==> src/tsr_pkg.sv <==
// package: register map, setup field layout, reset values and timing counts
package tsr_pkg;
  // pointer values
  localparam logic [1:0]  PTR_RESULT    = 2'h0;
  localparam logic [1:0]  PTR_SETUP     = 2'h1;
  localparam logic [1:0]  PTR_LOWER     = 2'h2;
  localparam logic [1:0]  PTR_UPPER     = 2'h3;
  // setup field positions
  localparam int          SET_ONESHOT   = 15;
  localparam int          SET_FAULT_HI  = 12;
  localparam int          SET_FAULT_LO  = 11;
  localparam int          SET_POL       = 10;
  localparam int          SET_NOTIFY    = 9;
  localparam int          SET_SLEEP     = 8;
  localparam int          SET_RATE_HI   = 7;
  localparam int          SET_RATE_LO   = 6;
  localparam int          SET_FLAG      = 5;
  // fixed read-only upper reserved pair (bits 14:13)
  localparam logic [1:0]  SET_RSVD_VAL  = 2'h2;
  // reset values
  localparam logic [1:0]  RATE_RST      = 2'h2;
  localparam logic [11:0] LOWER_RST     = 12'h4B0;
  localparam logic [11:0] UPPER_RST     = 12'h500;
  localparam logic [11:0] RESULT_RST    = 12'h000;
  // timing: one millisecond tick derived from the core clock
  localparam int          CLK_PERIOD_NS = 40;
  localparam int          TICK_MS_NS    = 1000000;
  localparam int          MS_CYCLES     = TICK_MS_NS / CLK_PERIOD_NS;
  // conversion intervals in milliseconds
  localparam logic [12:0] IVL_4S_MS     = 13'h0FA0;
  localparam logic [12:0] IVL_1S_MS     = 13'h03E8;
  localparam logic [12:0] IVL_250_MS    = 13'h00FA;
  localparam logic [12:0] IVL_125_MS    = 13'h007D;
  // consecutive fault counts
  localparam logic [2:0]  FAULT_N0      = 3'h1;
  localparam logic [2:0]  FAULT_N1      = 3'h2;
  localparam logic [2:0]  FAULT_N2      = 3'h4;
  localparam logic [2:0]  FAULT_N3      = 3'h6;
  // conversion sequencer states
  typedef enum logic [0:0] {
    ST_STANDBY = 1'b0,
    ST_CONVERT = 1'b1
  } tsr_state_t;
endpackage

==> src/tsr_core.sv <==
// temperature sensor digital core: registers, conversion scheduling, alert
// Functional notes
// pointer is eight bits, only two writable
// pointer selects result, setup, lower, upper
// result read-only; setup and thresholds read-write
// sixteen-bit words move upper byte first
// setup bits 0-4, 13-14 ignore writes
// host keeps word width bit at zero
// flag flips after N highs, back after N lows
// level select inverts flag sense
// comparator mode flag equals alert pin
// rate bits give 4s, 1s, 250ms, 125ms
// rate resets to 250ms
// result changes only when conversion completes
// conversion starts at once after reset
// standby between conversions until timer fires
// sleep stops conversion at once
// registers stay accessible while asleep
// clearing sleep resumes periodic conversions
// notify bit picks comparator or interrupt
// comparator alert holds until below lower
// interrupt alert fires on each crossing
// level select gives low or high alert
// fault field needs 1, 2, 4, 6 results
// interrupt alert clears on read or sleep
// one-shot runs one conversion, reads busy
// comparisons use signed twelve-bit values
// failing result restarts the fault run
`timescale 1ns/1ps
module tsr_core
  import tsr_pkg::*;
#(
  parameter int P_MS_CYCLES = MS_CYCLES
)(
  input  wire logic        CORE_CLK_I,
  input  wire logic        RST_N_I,
  input  wire logic        BUS_START_I,
  input  wire logic        BUS_WR_I,
  input  wire logic [7:0]  BUS_WDATA_I,
  input  wire logic        BUS_RD_I,
  output logic [7:0]       BUS_RDATA_O,
  output logic             CONV_START_O,
  output logic             CONV_ACTIVE_O,
  input  wire logic        CONV_DONE_I,
  input  wire logic [11:0] CONV_DATA_I,
  output logic             ALERT_O
);

  // ==========================================================
  // helpers
  function automatic logic t_ge(input logic [11:0] a, input logic [11:0] b);
    t_ge = $signed(a) >= $signed(b);
  endfunction
  function automatic logic [2:0] fault_n(input logic [1:0] sel);
    fault_n = sel[1] ? (sel[0] ? FAULT_N3 : FAULT_N2) : (sel[0] ? FAULT_N1 : FAULT_N0);
  endfunction
  function automatic logic [12:0] ivl_ms(input logic [1:0] sel);
    ivl_ms = sel[1] ? (sel[0] ? IVL_125_MS : IVL_250_MS) : (sel[0] ? IVL_1S_MS : IVL_4S_MS);
  endfunction

  // ==========================================================
  // registers and state
  logic [1:0]  ptr_ff, fault_sel_ff, rate_ff;
  logic        ptr_due_ff, lsb_ff, oneshot_ff, pol_ff, notify_ff, sleep_ff;
  logic        tripped_ff, irq_ff, kick_ff;
  logic [7:0]  msb_hold_ff, rdata_ff;
  logic [11:0] result_ff, lower_ff, upper_ff;
  logic [2:0]  run_ff;
  logic [31:0] div_ff;
  logic [12:0] ms_cnt_ff;
  tsr_state_t  state_ff, nxt_state;
  // decoded strobes and combinational values
  logic        data_wr, word_wr, setup_wr, sleep_entry, flag, ms_tick;
  logic        start, abort, accept, qual, toggle;
  logic [15:0] wword, setup_rd, sel_word;

  // ==========================================================
  // byte port: pointer byte after start, then upper then lower byte
  assign data_wr     = BUS_WR_I && !ptr_due_ff;
  assign word_wr     = data_wr && lsb_ff;
  assign wword       = {msb_hold_ff, BUS_WDATA_I};
  assign setup_wr    = word_wr && (ptr_ff == PTR_SETUP);
  assign sleep_entry = setup_wr && wword[SET_SLEEP] && !sleep_ff;

  // pointer keeps only its two low bits; upper bits are dropped
  always_ff @(posedge CORE_CLK_I or negedge RST_N_I)
  begin
    if (!RST_N_I)
    begin
      ptr_ff     <= PTR_RESULT;
      ptr_due_ff <= 1'b0;
    end
    else if (BUS_START_I)
      ptr_due_ff <= 1'b1;
    else if (BUS_WR_I && ptr_due_ff)
    begin
      ptr_ff     <= BUS_WDATA_I[1:0];
      ptr_due_ff <= 1'b0;
    end
    else if (BUS_RD_I)
      ptr_due_ff <= 1'b0;
  end

  // byte phase and upper byte holding
  always_ff @(posedge CORE_CLK_I or negedge RST_N_I)
  begin
    if (!RST_N_I)
    begin
      lsb_ff      <= 1'b0;
      msb_hold_ff <= 8'h00;
    end
    else if (BUS_START_I || (BUS_WR_I && ptr_due_ff))
      lsb_ff <= 1'b0;
    else if (data_wr || BUS_RD_I)
    begin
      lsb_ff <= !lsb_ff;
      if (data_wr && !lsb_ff)
        msb_hold_ff <= BUS_WDATA_I;
    end
  end

  // threshold words; result register has no write path
  always_ff @(posedge CORE_CLK_I or negedge RST_N_I)
  begin
    if (!RST_N_I)
    begin
      lower_ff <= LOWER_RST;
      upper_ff <= UPPER_RST;
    end
    else if (word_wr && ptr_ff == PTR_LOWER)
      lower_ff <= wword[15:4];
    else if (word_wr && ptr_ff == PTR_UPPER)
      upper_ff <= wword[15:4];
  end

  // setup fields; read-only positions are never stored
  always_ff @(posedge CORE_CLK_I or negedge RST_N_I)
  begin
    if (!RST_N_I)
    begin
      fault_sel_ff <= 2'h0;
      pol_ff       <= 1'b0;
      notify_ff    <= 1'b0;
      sleep_ff     <= 1'b0;
      rate_ff      <= RATE_RST;
    end
    else if (setup_wr)
    begin
      fault_sel_ff <= wword[SET_FAULT_HI:SET_FAULT_LO];
      pol_ff       <= wword[SET_POL];
      notify_ff    <= wword[SET_NOTIFY];
      sleep_ff     <= wword[SET_SLEEP];
      rate_ff      <= wword[SET_RATE_HI:SET_RATE_LO];
    end
  end

  // one-shot: armed by a write while asleep, busy until the result lands
  always_ff @(posedge CORE_CLK_I or negedge RST_N_I)
  begin
    if (!RST_N_I)
      oneshot_ff <= 1'b0;
    else if (setup_wr && wword[SET_ONESHOT] && sleep_ff && wword[SET_SLEEP])
      oneshot_ff <= 1'b1;
    else if (accept || (setup_wr && !wword[SET_SLEEP]))
      oneshot_ff <= 1'b0;
  end

  // ==========================================================
  // read path: registered byte of the selected word
  assign flag     = pol_ff ? tripped_ff : !tripped_ff;
  assign setup_rd = {oneshot_ff, SET_RSVD_VAL, fault_sel_ff, pol_ff, notify_ff,
                     sleep_ff, rate_ff, flag, 5'h00};

  always_comb
  begin
    case (ptr_ff)
      PTR_RESULT: sel_word = {result_ff, 4'h0};
      PTR_SETUP:  sel_word = setup_rd;
      PTR_LOWER:  sel_word = {lower_ff, 4'h0};
      default:    sel_word = {upper_ff, 4'h0};
    endcase
  end

  always_ff @(posedge CORE_CLK_I or negedge RST_N_I)
  begin
    if (!RST_N_I)
      rdata_ff <= 8'h00;
    else if (BUS_RD_I)
      rdata_ff <= lsb_ff ? sel_word[7:0] : sel_word[15:8];
  end
  assign BUS_RDATA_O = rdata_ff;

  // ==========================================================
  // conversion scheduling on a millisecond enable
  assign ms_tick = (div_ff == 32'(P_MS_CYCLES - 1));

  always_ff @(posedge CORE_CLK_I or negedge RST_N_I)
  begin
    if (!RST_N_I)
      div_ff <= 32'h0;
    else if (ms_tick)
      div_ff <= 32'h0;
    else
      div_ff <= div_ff + 32'h1;
  end

  // interval counted from each conversion start
  always_ff @(posedge CORE_CLK_I or negedge RST_N_I)
  begin
    if (!RST_N_I)
      ms_cnt_ff <= 13'h0;
    else if (start)
      ms_cnt_ff <= 13'h0;
    else if (ms_tick && ms_cnt_ff != 13'h1FFF)
      ms_cnt_ff <= ms_cnt_ff + 13'h1;
  end

  // immediate start after reset and after sleep is cleared
  always_ff @(posedge CORE_CLK_I or negedge RST_N_I)
  begin
    if (!RST_N_I)
      kick_ff <= 1'b1;
    else if (setup_wr && sleep_ff && !wword[SET_SLEEP])
      kick_ff <= 1'b1;
    else if (start)
      kick_ff <= 1'b0;
  end

  assign start  = (state_ff == ST_STANDBY) && !sleep_entry &&
                  ((!sleep_ff && (kick_ff || ms_cnt_ff >= ivl_ms(rate_ff))) ||
                   (sleep_ff && oneshot_ff));
  assign abort  = (state_ff == ST_CONVERT) && sleep_ff && !oneshot_ff;
  assign accept = (state_ff == ST_CONVERT) && CONV_DONE_I && !abort && !sleep_entry;

  always_comb
  begin
    nxt_state = state_ff;
    case (state_ff)
      ST_STANDBY: if (start) nxt_state = ST_CONVERT;
      ST_CONVERT: if (accept || abort || sleep_entry) nxt_state = ST_STANDBY;
      default:    nxt_state = ST_STANDBY;
    endcase
  end

  always_ff @(posedge CORE_CLK_I or negedge RST_N_I)
  begin
    if (!RST_N_I)
      state_ff <= ST_STANDBY;
    else
      state_ff <= nxt_state;
  end
  assign CONV_START_O  = start;
  assign CONV_ACTIVE_O = (state_ff == ST_CONVERT);

  // result updates only on an accepted conversion
  always_ff @(posedge CORE_CLK_I or negedge RST_N_I)
  begin
    if (!RST_N_I)
      result_ff <= RESULT_RST;
    else if (accept)
      result_ff <= CONV_DATA_I;
  end

  // ==========================================================
  // threshold evaluation with consecutive-result filter
  assign qual   = tripped_ff ? t_ge(lower_ff, CONV_DATA_I)
                             : t_ge(CONV_DATA_I, upper_ff);
  assign toggle = accept && qual && ({1'b0, run_ff} + 4'h1 >= {1'b0, fault_n(fault_sel_ff)});

  always_ff @(posedge CORE_CLK_I or negedge RST_N_I)
  begin
    if (!RST_N_I)
    begin
      tripped_ff <= 1'b0;
      run_ff     <= 3'h0;
    end
    else if (accept)
    begin
      if (toggle)
      begin
        tripped_ff <= !tripped_ff;
        run_ff     <= 3'h0;
      end
      else if (qual)
        run_ff <= run_ff + 3'h1;
      else
        run_ff <= 3'h0;
    end
  end

  // interrupt latch: set by each crossing, set wins over clear
  always_ff @(posedge CORE_CLK_I or negedge RST_N_I)
  begin
    if (!RST_N_I)
      irq_ff <= 1'b0;
    else if (!notify_ff)
      irq_ff <= 1'b0;
    else if (toggle)
      irq_ff <= 1'b1;
    else if (BUS_RD_I || sleep_entry)
      irq_ff <= 1'b0;
  end

  // alert pin level from mode and polarity
  always_ff @(posedge CORE_CLK_I or negedge RST_N_I)
  begin
    if (!RST_N_I)
      ALERT_O <= 1'b1;
    else
      ALERT_O <= (notify_ff ? irq_ff : tripped_ff) ~^ pol_ff;
  end

  // ==========================================================
  // checks
  a_flag_pin_match: assert property (@(posedge CORE_CLK_I) disable iff (!RST_N_I)
    (!notify_ff && $stable(notify_ff) && $stable(tripped_ff) && $stable(pol_ff))
      |-> ALERT_O == flag) else $error("flag and alert pin differ");
  a_result_on_done: assert property (@(posedge CORE_CLK_I) disable iff (!RST_N_I)
    !$stable(result_ff) |-> $past(accept)) else $error("result moved without a done");
  a_sleep_stops: assert property (@(posedge CORE_CLK_I) disable iff (!RST_N_I)
    sleep_entry |=> !CONV_ACTIVE_O) else $error("conversion ran on after sleep");
  a_start_cause: assert property (@(posedge CORE_CLK_I) disable iff (!RST_N_I)
    (CONV_START_O && !sleep_ff && !kick_ff) |-> ms_cnt_ff >= ivl_ms(rate_ff))
    else $error("conversion started before the interval");
  a_irq_read_clear: assert property (@(posedge CORE_CLK_I) disable iff (!RST_N_I)
    (notify_ff && irq_ff && BUS_RD_I && !toggle) |=> !irq_ff)
    else $error("interrupt alert survived a read");
  a_fault_run: assert property (@(posedge CORE_CLK_I) disable iff (!RST_N_I)
    $changed(tripped_ff) |-> ($past(run_ff) + 3'h1 >= $past(fault_n(fault_sel_ff))))
    else $error("flag changed before the fault count");
  a_oneshot_busy: assert property (@(posedge CORE_CLK_I) disable iff (!RST_N_I)
    (oneshot_ff && CONV_ACTIVE_O && !accept && !setup_wr) |=> oneshot_ff)
    else $error("one-shot bit cleared early");
  a_setup_fixed: assert property (@(posedge CORE_CLK_I) disable iff (!RST_N_I)
    (BUS_RD_I && ptr_ff == PTR_SETUP && !lsb_ff) |=> BUS_RDATA_O[6:5] == SET_RSVD_VAL)
    else $error("reserved setup bits read wrong");
  a_fail_resets: assert property (@(posedge CORE_CLK_I) disable iff (!RST_N_I)
    (accept && !qual) |=> run_ff == 3'h0) else $error("fault run not restarted");
endmodule

==> config.mk <==
export PLATFORM = sky130hd
export DESIGN_NAME = tsr_core
export DESIGN_NICKNAME = d
export VERILOG_FILES = /design/src/tsr_pkg.sv /design/src/tsr_core.sv
export SDC_FILE = /design/constraint.sdc
export NUM_CORES = 1
export LEC_CHECK = 0
export ABC_AREA = 1
export BUFFER_PORTS_ARGS = -buffer_cell sky130_fd_sc_hd__clkbuf_2
export CAP_MARGIN = 5
export CORE_ASPECT_RATIO = 0.9
export CORE_MARGIN = 3
export CORE_UTILIZATION = 60
export CTS_CLUSTER_DIAMETER = 100
export CTS_CLUSTER_SIZE = 10
export DETAILED_ROUTE_END_ITERATION = 7
export PLACE_DENSITY = 0.78
export SLEW_MARGIN = 20
export SYNTH_ARGS = -nofsm -noshare
export SYNTH_HDL_FRONTEND = slang
export SYNTH_SLANG_ARGS = --single-unit
==> constraint.sdc <==
create_clock -name CORE_CLK_I -period 6.4 [get_ports CORE_CLK_I]
set_clock_uncertainty 0.2 [all_clocks]
set_input_delay 1.28 -clock CORE_CLK_I [delete_from_list [all_inputs] [get_ports CORE_CLK_I]]
set_output_delay 1.28 -clock CORE_CLK_I [all_outputs]
set_load 0.05 [all_outputs]
-- Word-level counts from Yosys, hierarchy flattened
Cells that the tools add are included.
- bits in writable memories: 0
- register bits after elaboration: 117
- memories: 0
- logic and storage cells: 125
- bits in read-only memories: 0
- bits in latches: 0
- div/mod/pow operators: 0
- muxes and demuxes: 31
- $add $sub $neg: 4
- multipliers: 0
- equality and inequality tests: 6
- order comparisons: 4
- bitwise operators: 5
- shifts and indexed selects: 0
- reduce and logical (&&, ||, !) cells: 53
- operator list (cell ; count):
    $pmux W16 S3 ; 1
    $add A32 B1 Y32 const B ; 1
    $eq A32 B15 Y1 const B ; 1
    $mux W32 ; 1
    $logic_and A1 B1 Y1 ; 27
    $mux W13 ; 2
    $ge A12 B12 Y1 ; 2
    $mux W12 ; 2
    $mux W1 ; 17
    $mux W8 ; 2
    $add A13 B1 Y13 const B ; 1
    $ge A13 B12 Y1 ; 1
    $ne A13 B13 Y1 const B ; 1
    $mux W3 ; 3
    $logic_not A1 Y1 ; 8
    $logic_or A1 B1 Y1 ; 8
    $reduce_bool A2 Y1 ; 4
    $reduce_and A2 Y1 ; 3
    $add A3 B1 Y4 const B ; 1
    $eq A2 B2 Y1 const B ; 2
    $ge A4 B3 Y1 ; 1
    $mux W2 ; 2
    $not A1 Y1 ; 4
    $add A3 B1 Y3 const B ; 1
    other kinds (7) ; 7

-- Longest topological paths before layout
- depth in word-level cells: 12
- depth in mapped cells: 15

-- Worst setup path before layout
Ideal clock, no wire load.
- kind: input to output
- start point: input port BUS_WR_I
- end point: output port CONV_START_O
- required time: 4.920 ns
- path slack: 2.802 ns
- cell stages on the path: 9
- arrival: 2.118 ns
- cell sequence: nand2_1 -> nor2_1 -> inv_2 -> nor2_4 -> nand3_1 -> nand3_1 -> inv_2 -> nand2_2 -> inv_2
- longest elaborated chain between the ends: 8
- ends and longest elaborated chain (element ; line ; RTL):
    start, declared ; tsr_core.sv:38 ; input wire logic BUS_WR_I,
    $logic_and A1 B1 Y1 ; tsr_core.sv:79 ; assign data_wr = BUS_WR_I && !ptr_due_ff;
    $logic_and A1 B1 Y1 ; tsr_core.sv:80 ; assign word_wr = data_wr && lsb_ff;
    $logic_and A1 B1 Y1 ; tsr_core.sv:82 ; assign setup_wr = word_wr && (ptr_ff == PTR_SETUP);
    $logic_and A1 B1 Y1 (2 in a row) ; tsr_core.sv:83 ; assign sleep_entry = setup_wr && wword[SET_SLEEP] && !sleep_ff;
    $logic_not A1 Y1 ; tsr_core.sv:229 ; assign start = (state_ff == ST_STANDBY) && !sleep_entry &&
    $logic_and A1 B1 Y1 (2 in a row) ; tsr_core.sv:229 ;
    end, declared ; tsr_core.sv:42 ; output logic CONV_START_O,
Every way passes these cells.

-- Worst setup path in the final report
Same ends and word-level chain as after synthesis.

==> impl_metrics.ini <==
[synthesis]
ys_seq_area_frac = 0.4320
ys_types = 49
syn-num-nets = 926
synth-warning-count = 0
synth_commonest_cells = nand2_1 (203), inv_1 (124), dfrtp_1 (108)
async_flop_share = 1.000
syn_area_um2 = 6804
netlist_instances = 859
synth_area_leaders = dfrtp_1 (40%), nand2_1 (11%), ha_1 (7.5%)
ys_ff_latch = 117
yosys.area.top_type = dfrtp_1
synth.avg_cell_area_um2 = 7.921
synth_top_area_share = 0.3972
synth_most_common_cell = nand2_1
synth_edf_count = 0
synth-main-ff-cell = dfrtp_1

[cells_and_area]
drive_above_1_share = 0.1171
fin_nets = 968
syn_to_final_growth_pct = 12.63
fin_area_um2 = 7664
diodes = 0

[hold_path]
hp-start = BUS_RDATA_O[3]
min_path_type = reg -> reg

[drt]
viasPerCell = 5.747
dr_total_vias = 6126
first_pass_iters = 6
wl_per_cell_um = 16.65
wl_um = 17750
ant_nets = 0
drt-initial-drc-count = 580
drc = 0

[floorplan]
ios = 37
initial_core_util = 0.6216
die_y_um = 107.0
die_area_um2 = 12660
rows = 36
die_w_um = 118.3
core_area_um2 = 10950

[pwr]
pwr-share-comb = 0.287
pwr_density_cell_nw_per_um2 = 353.3
seq_power_share = 0.389
ir_drop_mv = 0.2692
p_sw_w = 0.0009807
finalPower_w = 0.002708
p_int_w = 0.001727
p_leak_nw = 3.860
swShare = 0.3622
pwr-share-clk = 0.324

[sta]
setup_tns_ns = 0
clock.fmax_ghz = 0.2263
rsz0062_at_grt = false
maxSlewHeadroom = 0.2640
hold_viol_final = 0
finalCriticalPeriod_ns = 4.420
setup_slack_ns = 1.980
worst_pin_slew_ns = 1.100
setup_viol = 0
whs_ns = 0.2836
fin_crit_sh = 0.6906
slew_violations = 0

[clock_network]
clock_sinks = 117
clk_latency_ns = 0.42
clk_path_buf_depth = 2
htreeDepth = 4
postCtsSetupBuffers = 0
cts_hold_buf = 0
cts-resized-gates = 0
cts_tree = yes
cts_made_buffers = 17
path_clk_slew_ns = 0.05
cts-root-buf = clkbuf_16

[placement]
pre_cts_ws_ns = 1.994
place_area_um2 = 7117
place.gp.congestion = 0.9554
port_buffers = 36
dpl.hpwl_um = 13200

[flow_run]
cap_violations = 0

[grt]
grt_pass1_wl_um = 29610
overflow = 0
antenna_found_initial = 0
first_global_vias = 5867
grt.total_usage = 0.2993
grt_start_max_net_pins = 70

[outcome]
status = finished, final reports clean

[worst_setup_path]
timing.critical_path.buf_inv = 5
cpLargestDelayFamily = simple AND/OR/NAND/NOR gates
worstPathRequired_ns = 4.92
crit_path_end_kind = output pin
worstPathCellList = clkbuf_2 -> nand2_1 -> nor2_1 -> inv_2 -> nor2_4 -> nand3_1 -> nand3_1 -> inv_2 -> nand2_2 -> inv_2 -> clkbuf_2
start_kind = primary input
cp_max_fo = 15
cp.arrival_ns = 2.94
reg2reg_from = ptr_ff[1]
crit_top_cell = inv_2
timing.critical_path.from = BUS_WR_I
crit_slowest_cell = nor2_4
cpPeakStageDelay_ns = 0.26
crit_type = in -> out
## state kept, by name (all words and copies together) (netlist names), 2 cells and up
register,cells
div_ff,32
ms_cnt_ff,13
lower_ff,12
result_ff,12
upper_ff,12
BUS_RDATA_O,8
msb_hold_ff,8
run_ff,3
fault_sel_ff,2
ptr_ff,2
rate_ff,2
## power groups by stage
stage	registers, W	clock network [W]	logic [W]
detailed placement	0.00106	0	0.000763
finish	0.00105	0.000878	0.000777
global placement	0.00105	0	0.000729
floorplan	0.00110	0	0.000486
CTS	0.00105	0.000893	0.000770
global route	0.00107	0.000931	0.000877
## worst paths after layout
path | end | slack (ns) | cells past startpoint
worst max-delay path | CONV_START_O | 1.98 | 11
worst min-delay path | BUS_RDATA_O[3] | 0.28 | 2
worst max register to register | run_ff[0] | 3.46 | 8
worst min register to register | BUS_RDATA_O[3] | 0.28 | 2
max in group asynchronous | lower_ff[6] | 4.05 | 2
min in group asynchronous | BUS_RDATA_O[4] | 0.79 | 1
## metrics by stage
step           cells    util
2_1_floorplan    859       -
3_3_place_gp    1034  0.6502
3_5_place_dp    1034  0.6502
4_1_cts         1066  0.7002
5_1_grt         1066  0.7002
6_report        1066  0.7002
## final cells by class
cell class              count  area (um2)
fillers                   903        3282
multi-input cells         590        3272
inverters                 136       510.5
repair buffers             39       205.2
clock buffers              22       464.2
flip-flops and latches    117        2939
clock inverters            10       82.58
well taps                 152       190.2
## per-layer routing
layer	vias up	global-route usage	part of all wire
met4	0	0.1029	0.016
li1	2915	-	-
met1	2899	0.4341	0.46
met3	39	0.06646	0.081
met5	-	0	0
met2	273	0.4455	0.44
## worst min-delay path: cells and delay by family, from the launching register on
family          cells  cell delay [ns]
simple gates        1             0.06
flops               1             0.34
compound gates      1             0.05
## logic make-up (layout without fill, tap and decap cells)
logic type                 Yosys count  after routing  synth area share
xor gates and xnor gates            30             30           0.03862
muxes                                6              6          0.009929
buffers and inverters              152            207           0.08716
AOI/OAI and AO/OA                  119            119            0.1024
and+or+nand+nor                    394            394            0.2545
DFF                                117            117            0.4320
adders and majority gates           41             41           0.07540
## cell usage in the layout (no fill, tap or decap), types with 10 or more instances in the layout
cell and count:
nand4_1 16, o21ai_1 10, clkbuf_16 17, ha_1 41, nand3_1 41, xor2_1 27
a21oi_1 25, nand2_1 203, inv_1 124, nor2_1 69, inv_2 12, nor3_1 28
dfrtp_1 108, nor4_1 15, clkbuf_2 35, o21ai_0 47
Note: power is estimated with default switching activity, not from simulation.
